--- src/rcs_regs.vh ---
`ifndef RCS_REGS_VH
`define RCS_REGS_VH

`define RCS_ADDR_OVERRIDE   8'h09
`define RCS_ADDR_OUTCTL     8'h12
`define RCS_ADDR_RATESEL    8'h1c
`define RCS_ADDR_RATEOV     8'h1d
`define RCS_ADDR_OUTSEL     8'h1e
`define RCS_ADDR_REFSTAT    8'h41

`define RCS_BIT_OVERRIDE    5
`define RCS_BIT_BYPASS      2
`define RCS_BIT_MUTE        1
`define RCS_BIT_CLKOUT      0
`define RCS_BIT_RATEOV      0
`define RCS_BIT_REFPRES     3
`define RCS_PRI_SEL_HI      6
`define RCS_PRI_SEL_LO      5
`define RCS_SEC_SEL_HI      4
`define RCS_SEC_SEL_LO      3

`define RCS_RST_OVERRIDE    8'h00
`define RCS_RST_OUTCTL      8'h02
`define RCS_RST_RATESEL     8'h00
`define RCS_RST_RATEOV      8'h00
`define RCS_RST_OUTSEL      8'h00

`define RCS_SRC_MUTE        2'h0
`define RCS_SRC_BYPASS      2'h1
`define RCS_SRC_RECLOCK     2'h2
`define RCS_SRC_CLOCK       2'h3

`define RCS_REF_HZ          27000000
`define RCS_CLK_HZ          100000000
`define RCS_REF_WIN_CYC     1024
`define RCS_REF_MIN_EDGES   8'h80
`define RCS_REF_MAX_EDGES   8'hff

`define RCS_FIFO_WIDTH      8
`define RCS_FIFO_DEPTH      16

`endif

--- src/rcs_fifo.v ---
`timescale 1ns/10ps
module rcs_fifo #(
    parameter WIDTH = 8,
    parameter DEPTH = 16,
    parameter AW    = 4
) (
    input  wire             clk,
    input  wire             reset,
    input  wire [WIDTH-1:0] in_data,
    input  wire             in_valid,
    output wire             in_ready,
    output wire [WIDTH-1:0] out_data,
    output wire             out_valid,
    input  wire             out_ready
);
    reg [WIDTH-1:0] mem [0:DEPTH-1];
    reg [AW:0]      wr_ptr_r;
    reg [AW:0]      rd_ptr_r;
    wire            full;
    wire            empty;
    wire            push;
    wire            pop;

    assign full      = (wr_ptr_r[AW] != rd_ptr_r[AW]) &&
                       (wr_ptr_r[AW-1:0] == rd_ptr_r[AW-1:0]);
    assign empty     = (wr_ptr_r == rd_ptr_r);
    assign in_ready  = ~full;
    assign out_valid = ~empty;
    assign out_data  = mem[rd_ptr_r[AW-1:0]];
    assign push      = in_valid && ~full;
    assign pop       = out_ready && ~empty;

    always @(posedge clk)
    begin
        if (push)
        begin
            mem[wr_ptr_r[AW-1:0]] <= in_data;
        end
    end

    always @(posedge clk or posedge reset)
    begin
        if (reset)
        begin
            wr_ptr_r <= {(AW+1){1'b0}};
            rd_ptr_r <= {(AW+1){1'b0}};
        end
        else
        begin
            if (push)
            begin
                wr_ptr_r <= wr_ptr_r + 1'b1;
            end
            if (pop)
            begin
                rd_ptr_r <= rd_ptr_r + 1'b1;
            end
        end
    end
endmodule

--- src/rcs_output_select.v ---
`timescale 1ns/10ps
`include "rcs_regs.vh"
// Functional notes
// - bypass: both outputs bypassed, clock-secondary muted
// - unsupported rate forces automatic bypass
// - lock indication low while bypassed
// - pin mode bypass follows high-active pin
// - spi mode bypass from 0x12 bit 2
// - eye monitor disabled during bypass
// - clock select puts recovered clock on secondary
// - clock secondary muted on bypass or unlock
// - pin mode clock select follows pin
// - spi clock select 0x12 bit 0
// - mute/bypass/clock/lock output table
// - override bit selects manual 0x1e fields
// - override ignores mute/clock, keeps bypass
// - primary manual select decode
// - secondary manual select decode
// - rate pins restrict lockable rates
// - rate pins default low means auto
// - 0x1d bit0 takes rate from 0x1c
// - spi entry keeps rate pins active
// - spi entry uses 0x12 bits 2:0
// - detect reference, report in 0x41 bit3
// - fractional rates distinguished only with reference
// - muted output drives constant zero
// - spi mute from 0x12 bit 1
// - mode pin 0 pin mode, 1 spi
module rcs_output_select (
    input  wire       clk,
    input  wire       reset,
    input  wire       spi_mode,
    input  wire       bypass_pin,
    input  wire       mute_n_pin,
    input  wire       clock_out_select_pin,
    input  wire       rate_pin_low,
    input  wire       rate_pin_high,
    input  wire       reference_input,
    input  wire       pll_locked,
    input  wire       rate_supported,
    input  wire       rate_fractional,
    input  wire [2:0] rate_detected,
    input  wire       reclocked_data,
    input  wire       bypassed_data,
    input  wire       recovered_clock,
    input  wire       reg_wr,
    input  wire       reg_rd,
    input  wire [7:0] reg_addr,
    input  wire [7:0] reg_wdata,
    output reg  [7:0] reg_rdata,
    output reg        reg_rvalid,
    output reg        primary_serial_out,
    output reg        secondary_serial_out,
    output reg        lock_detect,
    output reg  [1:0] rate_restrict,
    output reg  [2:0] rate_status,
    output reg        reference_present_flag,
    output reg        eye_monitor_enable,
    output reg  [7:0] bypass_stream_data,
    output reg        bypass_stream_valid,
    input  wire [7:0] sample_data,
    input  wire       sample_valid,
    output reg        sample_ready,
    input  wire       bypass_stream_ready
);
    ////////////////////////////////////////////////////////////////////
    // registers
    reg [7:0] manual_output_override_r;
    reg [7:0] output_control_r;
    reg [7:0] rate_restriction_select_r;
    reg [7:0] rate_pin_override_r;
    reg [7:0] manual_output_select_r;

    wire       ovr_on   = manual_output_override_r[`RCS_BIT_OVERRIDE];
    wire [1:0] pri_sel  = manual_output_select_r[`RCS_PRI_SEL_HI:
                                                 `RCS_PRI_SEL_LO];
    wire [1:0] sec_sel  = manual_output_select_r[`RCS_SEC_SEL_HI:
                                                 `RCS_SEC_SEL_LO];

    // source decode shared by both outputs
    function [1:0] data_src;
        input locked;
        begin
            data_src = locked ? `RCS_SRC_RECLOCK : `RCS_SRC_BYPASS;
        end
    endfunction

    function drive_src;
        input [1:0] src;
        input       rc;
        input       bp;
        input       ck;
        begin
            case (src)
                `RCS_SRC_RECLOCK: drive_src = rc;
                `RCS_SRC_BYPASS:  drive_src = bp;
                `RCS_SRC_CLOCK:   drive_src = ck;
                default:          drive_src = 1'b0;
            endcase
        end
    endfunction

    ////////////////////////////////////////////////////////////////////
    // effective controls
    reg       eff_bypass;
    reg       eff_mute_n;
    reg       eff_clkout;
    reg       eff_lock;
    reg [1:0] pri_src;
    reg [1:0] sec_src;
    reg [1:0] rate_nxt;

    always @*
    begin
        if (spi_mode)
        begin
            eff_bypass = output_control_r[`RCS_BIT_BYPASS];
            eff_mute_n = output_control_r[`RCS_BIT_MUTE];
            eff_clkout = output_control_r[`RCS_BIT_CLKOUT];
        end
        else
        begin
            eff_bypass = bypass_pin;
            eff_mute_n = mute_n_pin;
            eff_clkout = clock_out_select_pin;
        end
        // unsupported rate falls back to bypass
        eff_lock = pll_locked && rate_supported && ~eff_bypass;
        if (spi_mode && ovr_on)
        begin
            case (pri_sel)
                2'b01:   pri_src = `RCS_SRC_BYPASS;
                2'b10:   pri_src = `RCS_SRC_MUTE;
                default: pri_src = data_src(eff_lock);
            endcase
            case (sec_sel)
                2'b00:   sec_src = eff_lock ? `RCS_SRC_CLOCK
                                            : `RCS_SRC_MUTE;
                2'b01:   sec_src = data_src(eff_lock);
                2'b11:   sec_src = `RCS_SRC_BYPASS;
                default: sec_src = `RCS_SRC_MUTE;
            endcase
        end
        else if (!eff_mute_n)
        begin
            pri_src = `RCS_SRC_MUTE;
            sec_src = `RCS_SRC_MUTE;
        end
        else
        begin
            pri_src = data_src(eff_lock);
            if (eff_clkout)
            begin
                sec_src = eff_lock ? `RCS_SRC_CLOCK
                                   : `RCS_SRC_MUTE;
            end
            else
            begin
                sec_src = data_src(eff_lock);
            end
        end
        if (spi_mode && rate_pin_override_r[`RCS_BIT_RATEOV])
        begin
            rate_nxt = rate_restriction_select_r[1:0];
        end
        else
        begin
            rate_nxt = {rate_pin_high, rate_pin_low};
        end
    end

    ////////////////////////////////////////////////////////////////////
    // reference detection: count reference edges per window
    reg        ref_s1_r;
    reg        ref_s2_r;
    reg        ref_s3_r;
    reg [9:0]  win_cnt_r;
    reg [7:0]  edge_cnt_r;
    wire       ref_rise = ref_s2_r & ~ref_s3_r;

    always @(posedge clk or posedge reset)
    begin
        if (reset)
        begin
            ref_s1_r               <= 1'b0;
            ref_s2_r               <= 1'b0;
            ref_s3_r               <= 1'b0;
            win_cnt_r              <= 10'h000;
            edge_cnt_r             <= 8'h00;
            reference_present_flag <= 1'b0;
        end
        else
        begin
            ref_s1_r <= reference_input;
            ref_s2_r <= ref_s1_r;
            ref_s3_r <= ref_s2_r;
            win_cnt_r <= win_cnt_r + 10'h001;
            if (win_cnt_r == 10'h3ff)
            begin
                reference_present_flag <=
                    (edge_cnt_r >= `RCS_REF_MIN_EDGES);
                edge_cnt_r <= 8'h00;
            end
            else if (ref_rise && edge_cnt_r != `RCS_REF_MAX_EDGES)
            begin
                edge_cnt_r <= edge_cnt_r + 8'h01;
            end
        end
    end

    ////////////////////////////////////////////////////////////////////
    // register file and outputs
    reg [2:0] rate_stat_nxt;

    always @*
    begin
        if (!eff_lock)
        begin
            rate_stat_nxt = 3'b111;
        end
        else if (reference_present_flag)
        begin
            rate_stat_nxt = {rate_detected[2:1],
                             rate_detected[0] & ~rate_fractional};
        end
        else
        begin
            rate_stat_nxt = rate_detected;
        end
    end

    always @(posedge clk or posedge reset)
    begin
        if (reset)
        begin
            manual_output_override_r  <= `RCS_RST_OVERRIDE;
            output_control_r          <= `RCS_RST_OUTCTL;
            rate_restriction_select_r <= `RCS_RST_RATESEL;
            rate_pin_override_r       <= `RCS_RST_RATEOV;
            manual_output_select_r    <= `RCS_RST_OUTSEL;
            reg_rdata                 <= 8'h00;
            reg_rvalid                <= 1'b0;
            primary_serial_out        <= 1'b0;
            secondary_serial_out      <= 1'b0;
            lock_detect               <= 1'b0;
            rate_restrict             <= 2'b00;
            rate_status               <= 3'b111;
            eye_monitor_enable        <= 1'b0;
        end
        else
        begin
            if (reg_wr)
            begin
                case (reg_addr)
                    `RCS_ADDR_OVERRIDE: manual_output_override_r <= reg_wdata;
                    `RCS_ADDR_OUTCTL:   output_control_r <= reg_wdata;
                    `RCS_ADDR_RATESEL:  rate_restriction_select_r <= reg_wdata;
                    `RCS_ADDR_RATEOV:   rate_pin_override_r <= reg_wdata;
                    `RCS_ADDR_OUTSEL:   manual_output_select_r <= reg_wdata;
                    default:            ;
                endcase
            end
            reg_rvalid <= reg_rd;
            if (reg_rd)
            begin
                case (reg_addr)
                    `RCS_ADDR_OVERRIDE: reg_rdata <= manual_output_override_r;
                    `RCS_ADDR_OUTCTL:   reg_rdata <= output_control_r;
                    `RCS_ADDR_RATESEL:  reg_rdata <= rate_restriction_select_r;
                    `RCS_ADDR_RATEOV:   reg_rdata <= rate_pin_override_r;
                    `RCS_ADDR_OUTSEL:   reg_rdata <= manual_output_select_r;
                    `RCS_ADDR_REFSTAT:  reg_rdata <=
                        {4'h0, reference_present_flag, 3'h0};
                    default:            reg_rdata <= 8'h00;
                endcase
            end
            primary_serial_out   <= drive_src(pri_src, reclocked_data,
                                              bypassed_data,
                                              recovered_clock);
            secondary_serial_out <= drive_src(sec_src, reclocked_data,
                                              bypassed_data,
                                              recovered_clock);
            lock_detect          <= eff_lock;
            eye_monitor_enable   <= eff_lock;
            rate_restrict        <= rate_nxt;
            rate_status          <= rate_stat_nxt;
        end
    end

    ////////////////////////////////////////////////////////////////////
    // bypass sample buffer
    wire [7:0] fifo_data;
    wire       fifo_valid;
    wire       fifo_in_ready;
    wire       fifo_take = fifo_valid && (~bypass_stream_valid ||
                                          bypass_stream_ready);

    rcs_fifo #(
        .WIDTH (`RCS_FIFO_WIDTH),
        .DEPTH (`RCS_FIFO_DEPTH),
        .AW    (4)
    ) u_fifo (
        .clk       (clk),
        .reset     (reset),
        .in_data   (sample_data),
        .in_valid  (sample_valid),
        .in_ready  (fifo_in_ready),
        .out_data  (fifo_data),
        .out_valid (fifo_valid),
        .out_ready (fifo_take)
    );

    always @(posedge clk or posedge reset)
    begin
        if (reset)
        begin
            bypass_stream_data  <= 8'h00;
            bypass_stream_valid <= 1'b0;
            sample_ready        <= 1'b0;
        end
        else
        begin
            sample_ready <= fifo_in_ready;
            if (fifo_take)
            begin
                bypass_stream_data  <= fifo_data;
                bypass_stream_valid <= 1'b1;
            end
            else if (bypass_stream_ready)
            begin
                bypass_stream_valid <= 1'b0;
            end
        end
    end
endmodule

--- config.mk ---
export PLATFORM = sky130hd
export DESIGN_NAME = rcs_output_select
export DESIGN_NICKNAME = d
export VERILOG_FILES = /design/src/rcs_fifo.v /design/src/rcs_output_select.v
export VERILOG_INCLUDE_DIRS = /design/src /design/src/src
export SDC_FILE = /design/constraint.sdc
export NUM_CORES = 1
export LEC_CHECK = 0
export ABC_AREA = 0
export BUFFER_PORTS_ARGS = -buffer_cell sky130_fd_sc_hd__buf_2
export CORE_ASPECT_RATIO = 0.8
export CORE_UTILIZATION = 30
export CTS_CLUSTER_DIAMETER = 120
export DETAILED_ROUTE_END_ITERATION = 12
export SYNTH_ARGS = -nofsm -noshare
export SYNTH_HDL_FRONTEND = slang
export SYNTH_HIERARCHICAL = 1
export SYNTH_SLANG_ARGS = --single-unit
--- constraint.sdc ---
create_clock -name clk -period 2.42 [get_ports clk]
set_clock_uncertainty 0.15 [all_clocks]
set_input_delay 0 -clock clk [delete_from_list [all_inputs] [get_ports clk]]
set_output_delay 0 -clock clk [all_outputs]
set_load 0.02 [all_outputs]
* After elaboration in Yosys (flattened, before gate mapping) *
Memories as Yosys holds them, arrays and structs flattened. A register that Yosys moved wholly into a read port is not among the register bits.
Cells that the tools add are included.
W data, S select, Z words.

storage, ports and cells
  register bits after elaboration = 91
  memories = 1
  memory bits (writable) = 128
  input bits = 46

memories
  memory      depth  bits a word  read ports  clocked after Yosys merged registers in  wr ports  RTL line       text
  u_fifo.mem  16     8            1           1                                        1         rcs_fifo.v:16  reg [WIDTH-1:0] mem [0:DEPTH-1];

operators by class
  bitwise operators = 8
  $lt $le $gt $ge = 1
  add/sub/neg operators = 4
  muxes and demuxes = 24
  equal/unequal tests = 21
  reduce and logical (&&, ||, !) cells = 18

operators by type and width
  kind                     count
  $pmux W8 S6              1
  $eq A8 B5 Y1 const B     4
  $mux W2                  8
  $mux W8                  2
  $eq A2 B2 Y1 const B     6
  $add A10 B1 Y10 const B  1
  $add A5 B1 Y5 const B    2
  $eq A10 B10 Y1 const B   1
  $reduce_and A2 Y1        5
  $logic_and A1 B1 Y1      9
  $add A8 B1 Y8 const B    1
  $eq A2 B1 Y1 const B     4
  $eq A8 B4 Y1 const B     1
  $eq A8 B7 Y1 const B     1
  $ge A8 B8 Y1 const B     1
  $mux W1                  8
  $ne A8 B8 Y1 const B     1
  $not A1 Y1               6
  $pmux W1 S3              2
  $pmux W2 S3              1
  $eq A5 B5 Y1             1
  $eq A4 B4 Y1             1
  $pmux W2 S2              1
  $reduce_bool A2 Y1       2
  5 further kinds          6

* Longest topological paths before layout *
  depth in word-level cells = 9
  depth in mapped cells = 10
  gate-level depth less buffers = 8

* Modules after synthesis *
Netlist, hierarchy kept.

modules (own cells, without submodules)
  module             area each (sq um)  cells an instance  instances  sequential area each (sq um)
  rcs_fifo           5639.2             279                1          4093.9
  rcs_output_select  3935.0             313                1          2232.1

* Worst setup path after synthesis *
OpenSTA, ideal clock, no wires.

  kind = register to register
  from = register u_fifo.rd_ptr_r[1]
  to = memory u_fifo.mem[0][0], enable pin
  arrival = 1845 ps
  path slack = 30 ps
  cell stages (with the launch flop) = 7
  path through = dfrtp_1 > buf_6 > xnor2_1 > nand4_1 > buf_6 > nor2_1 > nor4_1

between the ends
  cells in the longest elaborated chain, start to end = 6

RTL lines
  item                           RTL line       text
  from (decl)                    rcs_fifo.v:18  reg [AW:0] rd_ptr_r;
  from (signal assigned)         rcs_fifo.v:46  rd_ptr_r <= {(AW+1){1'b0}};
  from (signal assigned)         rcs_fifo.v:56  rd_ptr_r <= rd_ptr_r + 1'b1;
  $eq A4 B4 Y1                   rcs_fifo.v:25  (wr_ptr_r[AW-1:0] == rd_ptr_r[AW-1:0]);
  $logic_and A1 B1 Y1            rcs_fifo.v:24  assign full = (wr_ptr_r[AW] != rd_ptr_r[AW]) &&
  $not A1 Y1                     rcs_fifo.v:30  assign push = in_valid && ~full;
  $logic_and A1 B1 Y1            rcs_fifo.v:30
  $mux W1                        rcs_fifo.v:35  if (push)
  $mux W1 (not written as such)  rcs_fifo.v:37  mem[wr_ptr_r[AW-1:0]] <= in_data;
  to (decl)                      rcs_fifo.v:16

No other way between the ends.

* Worst setup path after layout *
  from = input rate_supported
  to = register primary_serial_out

between the ends
  cells in the longest elaborated chain, start to end = 7
  elaborated cells on any way between the ends = 10
  those cells by class = eq/ne: 3; mux: 5; reduce/logical: 2

RTL lines
  item                                                 RTL line                                          text
  from (decl)                                          rcs_output_select.v:40                            input wire rate_supported,
  $logic_and A1 B1 Y1 * (2 in a row)                   rcs_output_select.v:128                           eff_lock = pll_locked && rate_supported && ~eff_bypass;
  $mux W2 (no source line) *                           -
  $pmux W2 S2 / $mux W2 (equally long branches)        rcs_output_select.v:131, rcs_output_select.v:144
  $mux W2 *                                            rcs_output_select.v:129                           if (spi_mode && ovr_on)
  $eq A2 B2 Y1 / $eq A2 B1 Y1 (equally long branches)  rcs_output_select.v:94                            case (src)
  $pmux W1 S3 *                                        rcs_output_select.v:94
  to (signal assigned)                                 rcs_output_select.v:277                           primary_serial_out <= drive_src(pri_src, reclocked_data,
  to (decl)                                            rcs_output_select.v:52                            output reg primary_serial_out,

Every way passes the cells marked *; elsewhere a longest branch is shown, timed or not.
A chain may end at the register's enable or synchronous reset.

==> impl_metrics.py <==
metrics = {
    "logic_synthesis": {
        "synth-edff-count": 128,
        "yosysWarningCount": 6,
        "syn-num-nets": 647,
        "synthAdderAreaFrac_pct": 1.176,
        "synth-simple-area-share_pct": 7.514,
        "synth_top_family_by_area": "multiplexers",
        "synth_area_sq_um": 9574,
        "syn_inst": 592,
        "ys.flop_type": "edfxtp_1",
        "ys_ff_latch": 227,
        "synth_area_leader_cell": "edfxtp_1",
        "yosysUniqueCellTypes": 56,
        "ys_seq_area_share_pct": 66.07,
        "async_flop_share_pct": 43.61,
        "synth_compound_area_share_pct": 4.522,
        "synthTopCellsByArea": "edfxtp_1, dfrtp_1, mux2_2",
        "synth_xor_area_share_pct": 2.561,
        "synth_mux_area_share_pct": 15.75,
        "synth_area_per_cell_sq_um": 16.17,
        "synth_top_area_share_pct": 40.15,
    },
    "critical_path": {
        "max_stage_delay_ns": 0.58,
        "crit_path_top_delay_cell": "dlygate4sd3_1",
        "crit_type": "input pin to flip-flop",
        "r2r-start": "output_control_r[2]",
        "critPathArrivalTime_ns": 2.54,
        "cp_num_buf_inv": 4,
        "worstPathRequired_ns": 2.66,
        "r2r_slack_ns": 0.14,
        "r2r_end": "primary_serial_out",
        "setup.worst_path.start_class": "input pin",
        "crit_family": "buffers and inverters",
        "crit_chain": "dlygate4sd3_1, buf_2, nand2_2, dlygate4sd3_1, or2_2, a22o_1, a32o_1, dlygate4sd3_1",
        "cp_max_fo": 7,
        "ff2ff_path_depth": 5,
        "endpoint_kind": "flip-flop",
        "critPathMostFrequentCell": "dlygate4sd3_1",
    },
    "finish": {
        "fillers": 2919,
        "final_cell_count_no_fill": 1201,
        "final_cell_mix": "edfxtp_1, dfrtp_1, buf_2, mux2_2, dlygate4sd3_1",
        "syn_to_final_growth_pct": 24.37,
        "fin_nets": 819,
        "layout_commonest_cell": "edfxtp_1",
        "drive_above_1_share_pct": 31.11,
        "multi_input_area_sq_um": 3039,
        "seq_area_sq_um": 6327,
        "postLayoutCellArea_sq_um": 11910,
        "num_antenna_cells": 0,
    },
    "cts": {
        "cts_root_buf": "clkbuf_16",
        "h-tree-depth": 1,
        "post_cts_buffers": 0,
        "clock_sinks": 227,
        "clk_latency_ns": 0.50,
        "clkTransAtPathRegs_ns": 0.06,
        "cts_buffers": 25,
        "cts_tree": "yes",
        "clock_path_buffers": 3,
    },
    "grt": {
        "antenna_found_initial": 1,
        "grt_max_degree": 36,
        "grt_pass1_wl_um": 32950,
        "grt-ovfl-total": 0,
        "grtUsageTotal_pct": 13.06,
        "first_global_vias": 5723,
    },
    "placement": {
        "pre_cts_slack_ns": 0.2623,
        "gp_congestion": 0.7926,
        "portBuffers": 74,
        "post-dp-hpwl_um": 14270,
        "post_dp_cell_area_sq_um": 10680,
        "placed_cells": 1107,
    },
    "timing": {
        "fin_setup_tns_ns": 0,
        "drv_slew": 0,
        "finalCritPeriodShare_pct": 95.11,
        "max_freq_ghz": 0.4345,
        "worst_slack_ns": 0.1183,
        "slew_headroom_pct": 41.75,
        "worstMarginPinSlew_ns": 0.8705,
        "setup_viol": 0,
        "min_period_ns": 2.302,
        "rsz0062_at_grt": "no",
        "final_hold_viol_count": 0,
    },
    "die": {
        "die-width_um": 201.7,
        "core_sq_um": 31420,
        "ios": 75,
        "rows": 58,
        "initial_core_util_pct": 30.47,
        "die_area_sq_um": 32640,
        "die_h_um": 161.8,
    },
    "detailed_routing": {
        "ant_nets": 0,
        "drc": 0,
        "post_drt_wl_per_cell_um": 17.71,
        "routed_wl_um": 21270,
        "via_per_inst": 4.703,
        "drt_iter0_drc": 396,
        "vias": 5648,
        "dr.pass1.iters": 5,
    },
    "power_and_ir_drop": {
        "p_leak_uw": 0.004669,
        "pwr_density_cell_nw_per_um2": 942.1,
        "peakVddDrop_mv": 0.4925,
    },
    "hold_path": {
        "min_from": "reg_addr[7]",
        "min_path_cells": 6,
        "hold_path_end": "reg_rdata[3]",
        "worstHoldPathType": "input pin to flip-flop",
    },
    "status": {
        "outcome": "complete, no violations",
    },
    "job": {
        "cap_viol_max_count": 0,
    },
}
[registers in the layout, summed over array words and instances (netlist names), 3 cells and up]
register,flops
win_cnt_r,10
manual_output_select_r,8
edge_cnt_r,8
u_fifo/wr_ptr_r,5
u_fifo/mem,128
rate_pin_override_r,8
manual_output_override_r,8
bypass_stream_data,8
output_control_r,8
reg_rdata,8
u_fifo/rd_ptr_r,5
rate_status,3
rate_restriction_select_r,8
[per-stage QoR]
stage                     hold WS [ns]  power, uW  utilization, %
after global placement        -0.06578       7845           33.99
after detailed placement      -0.06512       7883           33.99
after CTS                     0.008357      11380           37.89
final                          0.03132      11220           37.90
after floorplan                -0.3098       7001               -
after global routing           0.03967      11800           37.90
[synth_stat cells, types with 2 or more instances]
| cell type | n |
|---|---|
| a211oi_1 | 6 |
| a221oi_1 | 7 |
| a22oi_1 | 24 |
| and2_1 | 2 |
| and3_1 | 6 |
| buf_1 | 2 |
| buf_2 | 2 |
| buf_4 | 5 |
| buf_6 | 5 |
| clkbuf_1 | 4 |
| clkbuf_8 | 2 |
| clkdlybuf4s25_2 | 2 |
| dfrtp_1 | 95 |
| dfstp_2 | 4 |
| edfxtp_1 | 128 |
| ha_1 | 9 |
| inv_1 | 15 |
| mux2_2 | 61 |
| mux2i_1 | 4 |
| mux4_1 | 16 |
| mux4_2 | 16 |
| nand2_1 | 35 |
| nand2_2 | 2 |
| nand2b_1 | 10 |
| nand3_1 | 7 |
| nand4_1 | 5 |
| nor2_1 | 28 |
| nor2b_1 | 4 |
| nor3_1 | 17 |
| nor3b_1 | 2 |
| nor4_1 | 4 |
| nor4b_1 | 2 |
| o211ai_1 | 3 |
| o21ai_0 | 7 |
| o21ai_1 | 2 |
| or3_1 | 3 |
| xnor2_1 | 23 |
| xor2_1 | 5 |
[cell type report]
type / count / area share [%]
timing repair buffer: 167 / 10.34
tap: 420 / 4.413
multi-input combinational: 328 / 25.52
clock inverter: 4 / 0.2732
sequential: 227 / 53.14
inverter: 15 / 0.5044
clock buffer: 40 / 5.811
[where the power goes]
group | internal, uW | total (uW) | switching (uW)
clock | 1960 | 3400 | 1440
combinational | 1420 | 2970 | 1550
sequential | 4590 | 4850 | 261
[tightest hold or removal path, cell delays in order]
cell and delay (ns):
buf_2 0.09, nor4_1 0.05, nand2_1 0.08, nor3_1 0.07
a221oi_1 0.24, a31oi_1 0.12
[per-layer routing]
layer | part of all wire [%] | up-vias | track usage (%)
met4 | 1.6 | 2 | 3.237
met3 | 4.9 | 29 | 2.608
li1 | - | 2629 | -
met2 | 44 | 125 | 19.22
met5 | 0.047 | - | 0
met1 | 49 | 2863 | 19.63
[what timing repair did]
action	4_1_cts	5_1_grt
endpoints found under the setup margin	0	1
hold endpoints to repair	290	0
hold buffers	50	0
gates resized for setup	0	1
[logic make-up (layout without fill, tap and decap cells)]
group | after synthesis | count (layout)
and+or+nand+nor | 136 | 136
xor gates and xnor gates | 28 | 28
AOI/OAI and AO/OA | 58 | 58
buffers and inverters | 37 | 226
muxes | 97 | 97
adders and majority gates | 9 | 9
DFF | 227 | 227
[worst max-delay path by stage]
stage | slack, ns | to | cells past startpoint | from
2_1_floorplan | 0.03 | u_fifo/mem[0][0] | 6 | u_fifo/rd_ptr_r[1]
3_3_place_gp | 0.25 | u_fifo/mem[0][0] | 7 | u_fifo/wr_ptr_r[1]
3_5_place_dp | 0.26 | u_fifo/mem[0][0] | 7 | u_fifo/wr_ptr_r[1]
4_1_cts | 0.09 | primary_serial_out | 8 | rate_supported
5_1_grt | 0.07 | primary_serial_out | 8 | rate_supported
6_report | 0.12 | primary_serial_out | 8 | rate_supported
Note: power is estimated with default switching activity, not from simulation.
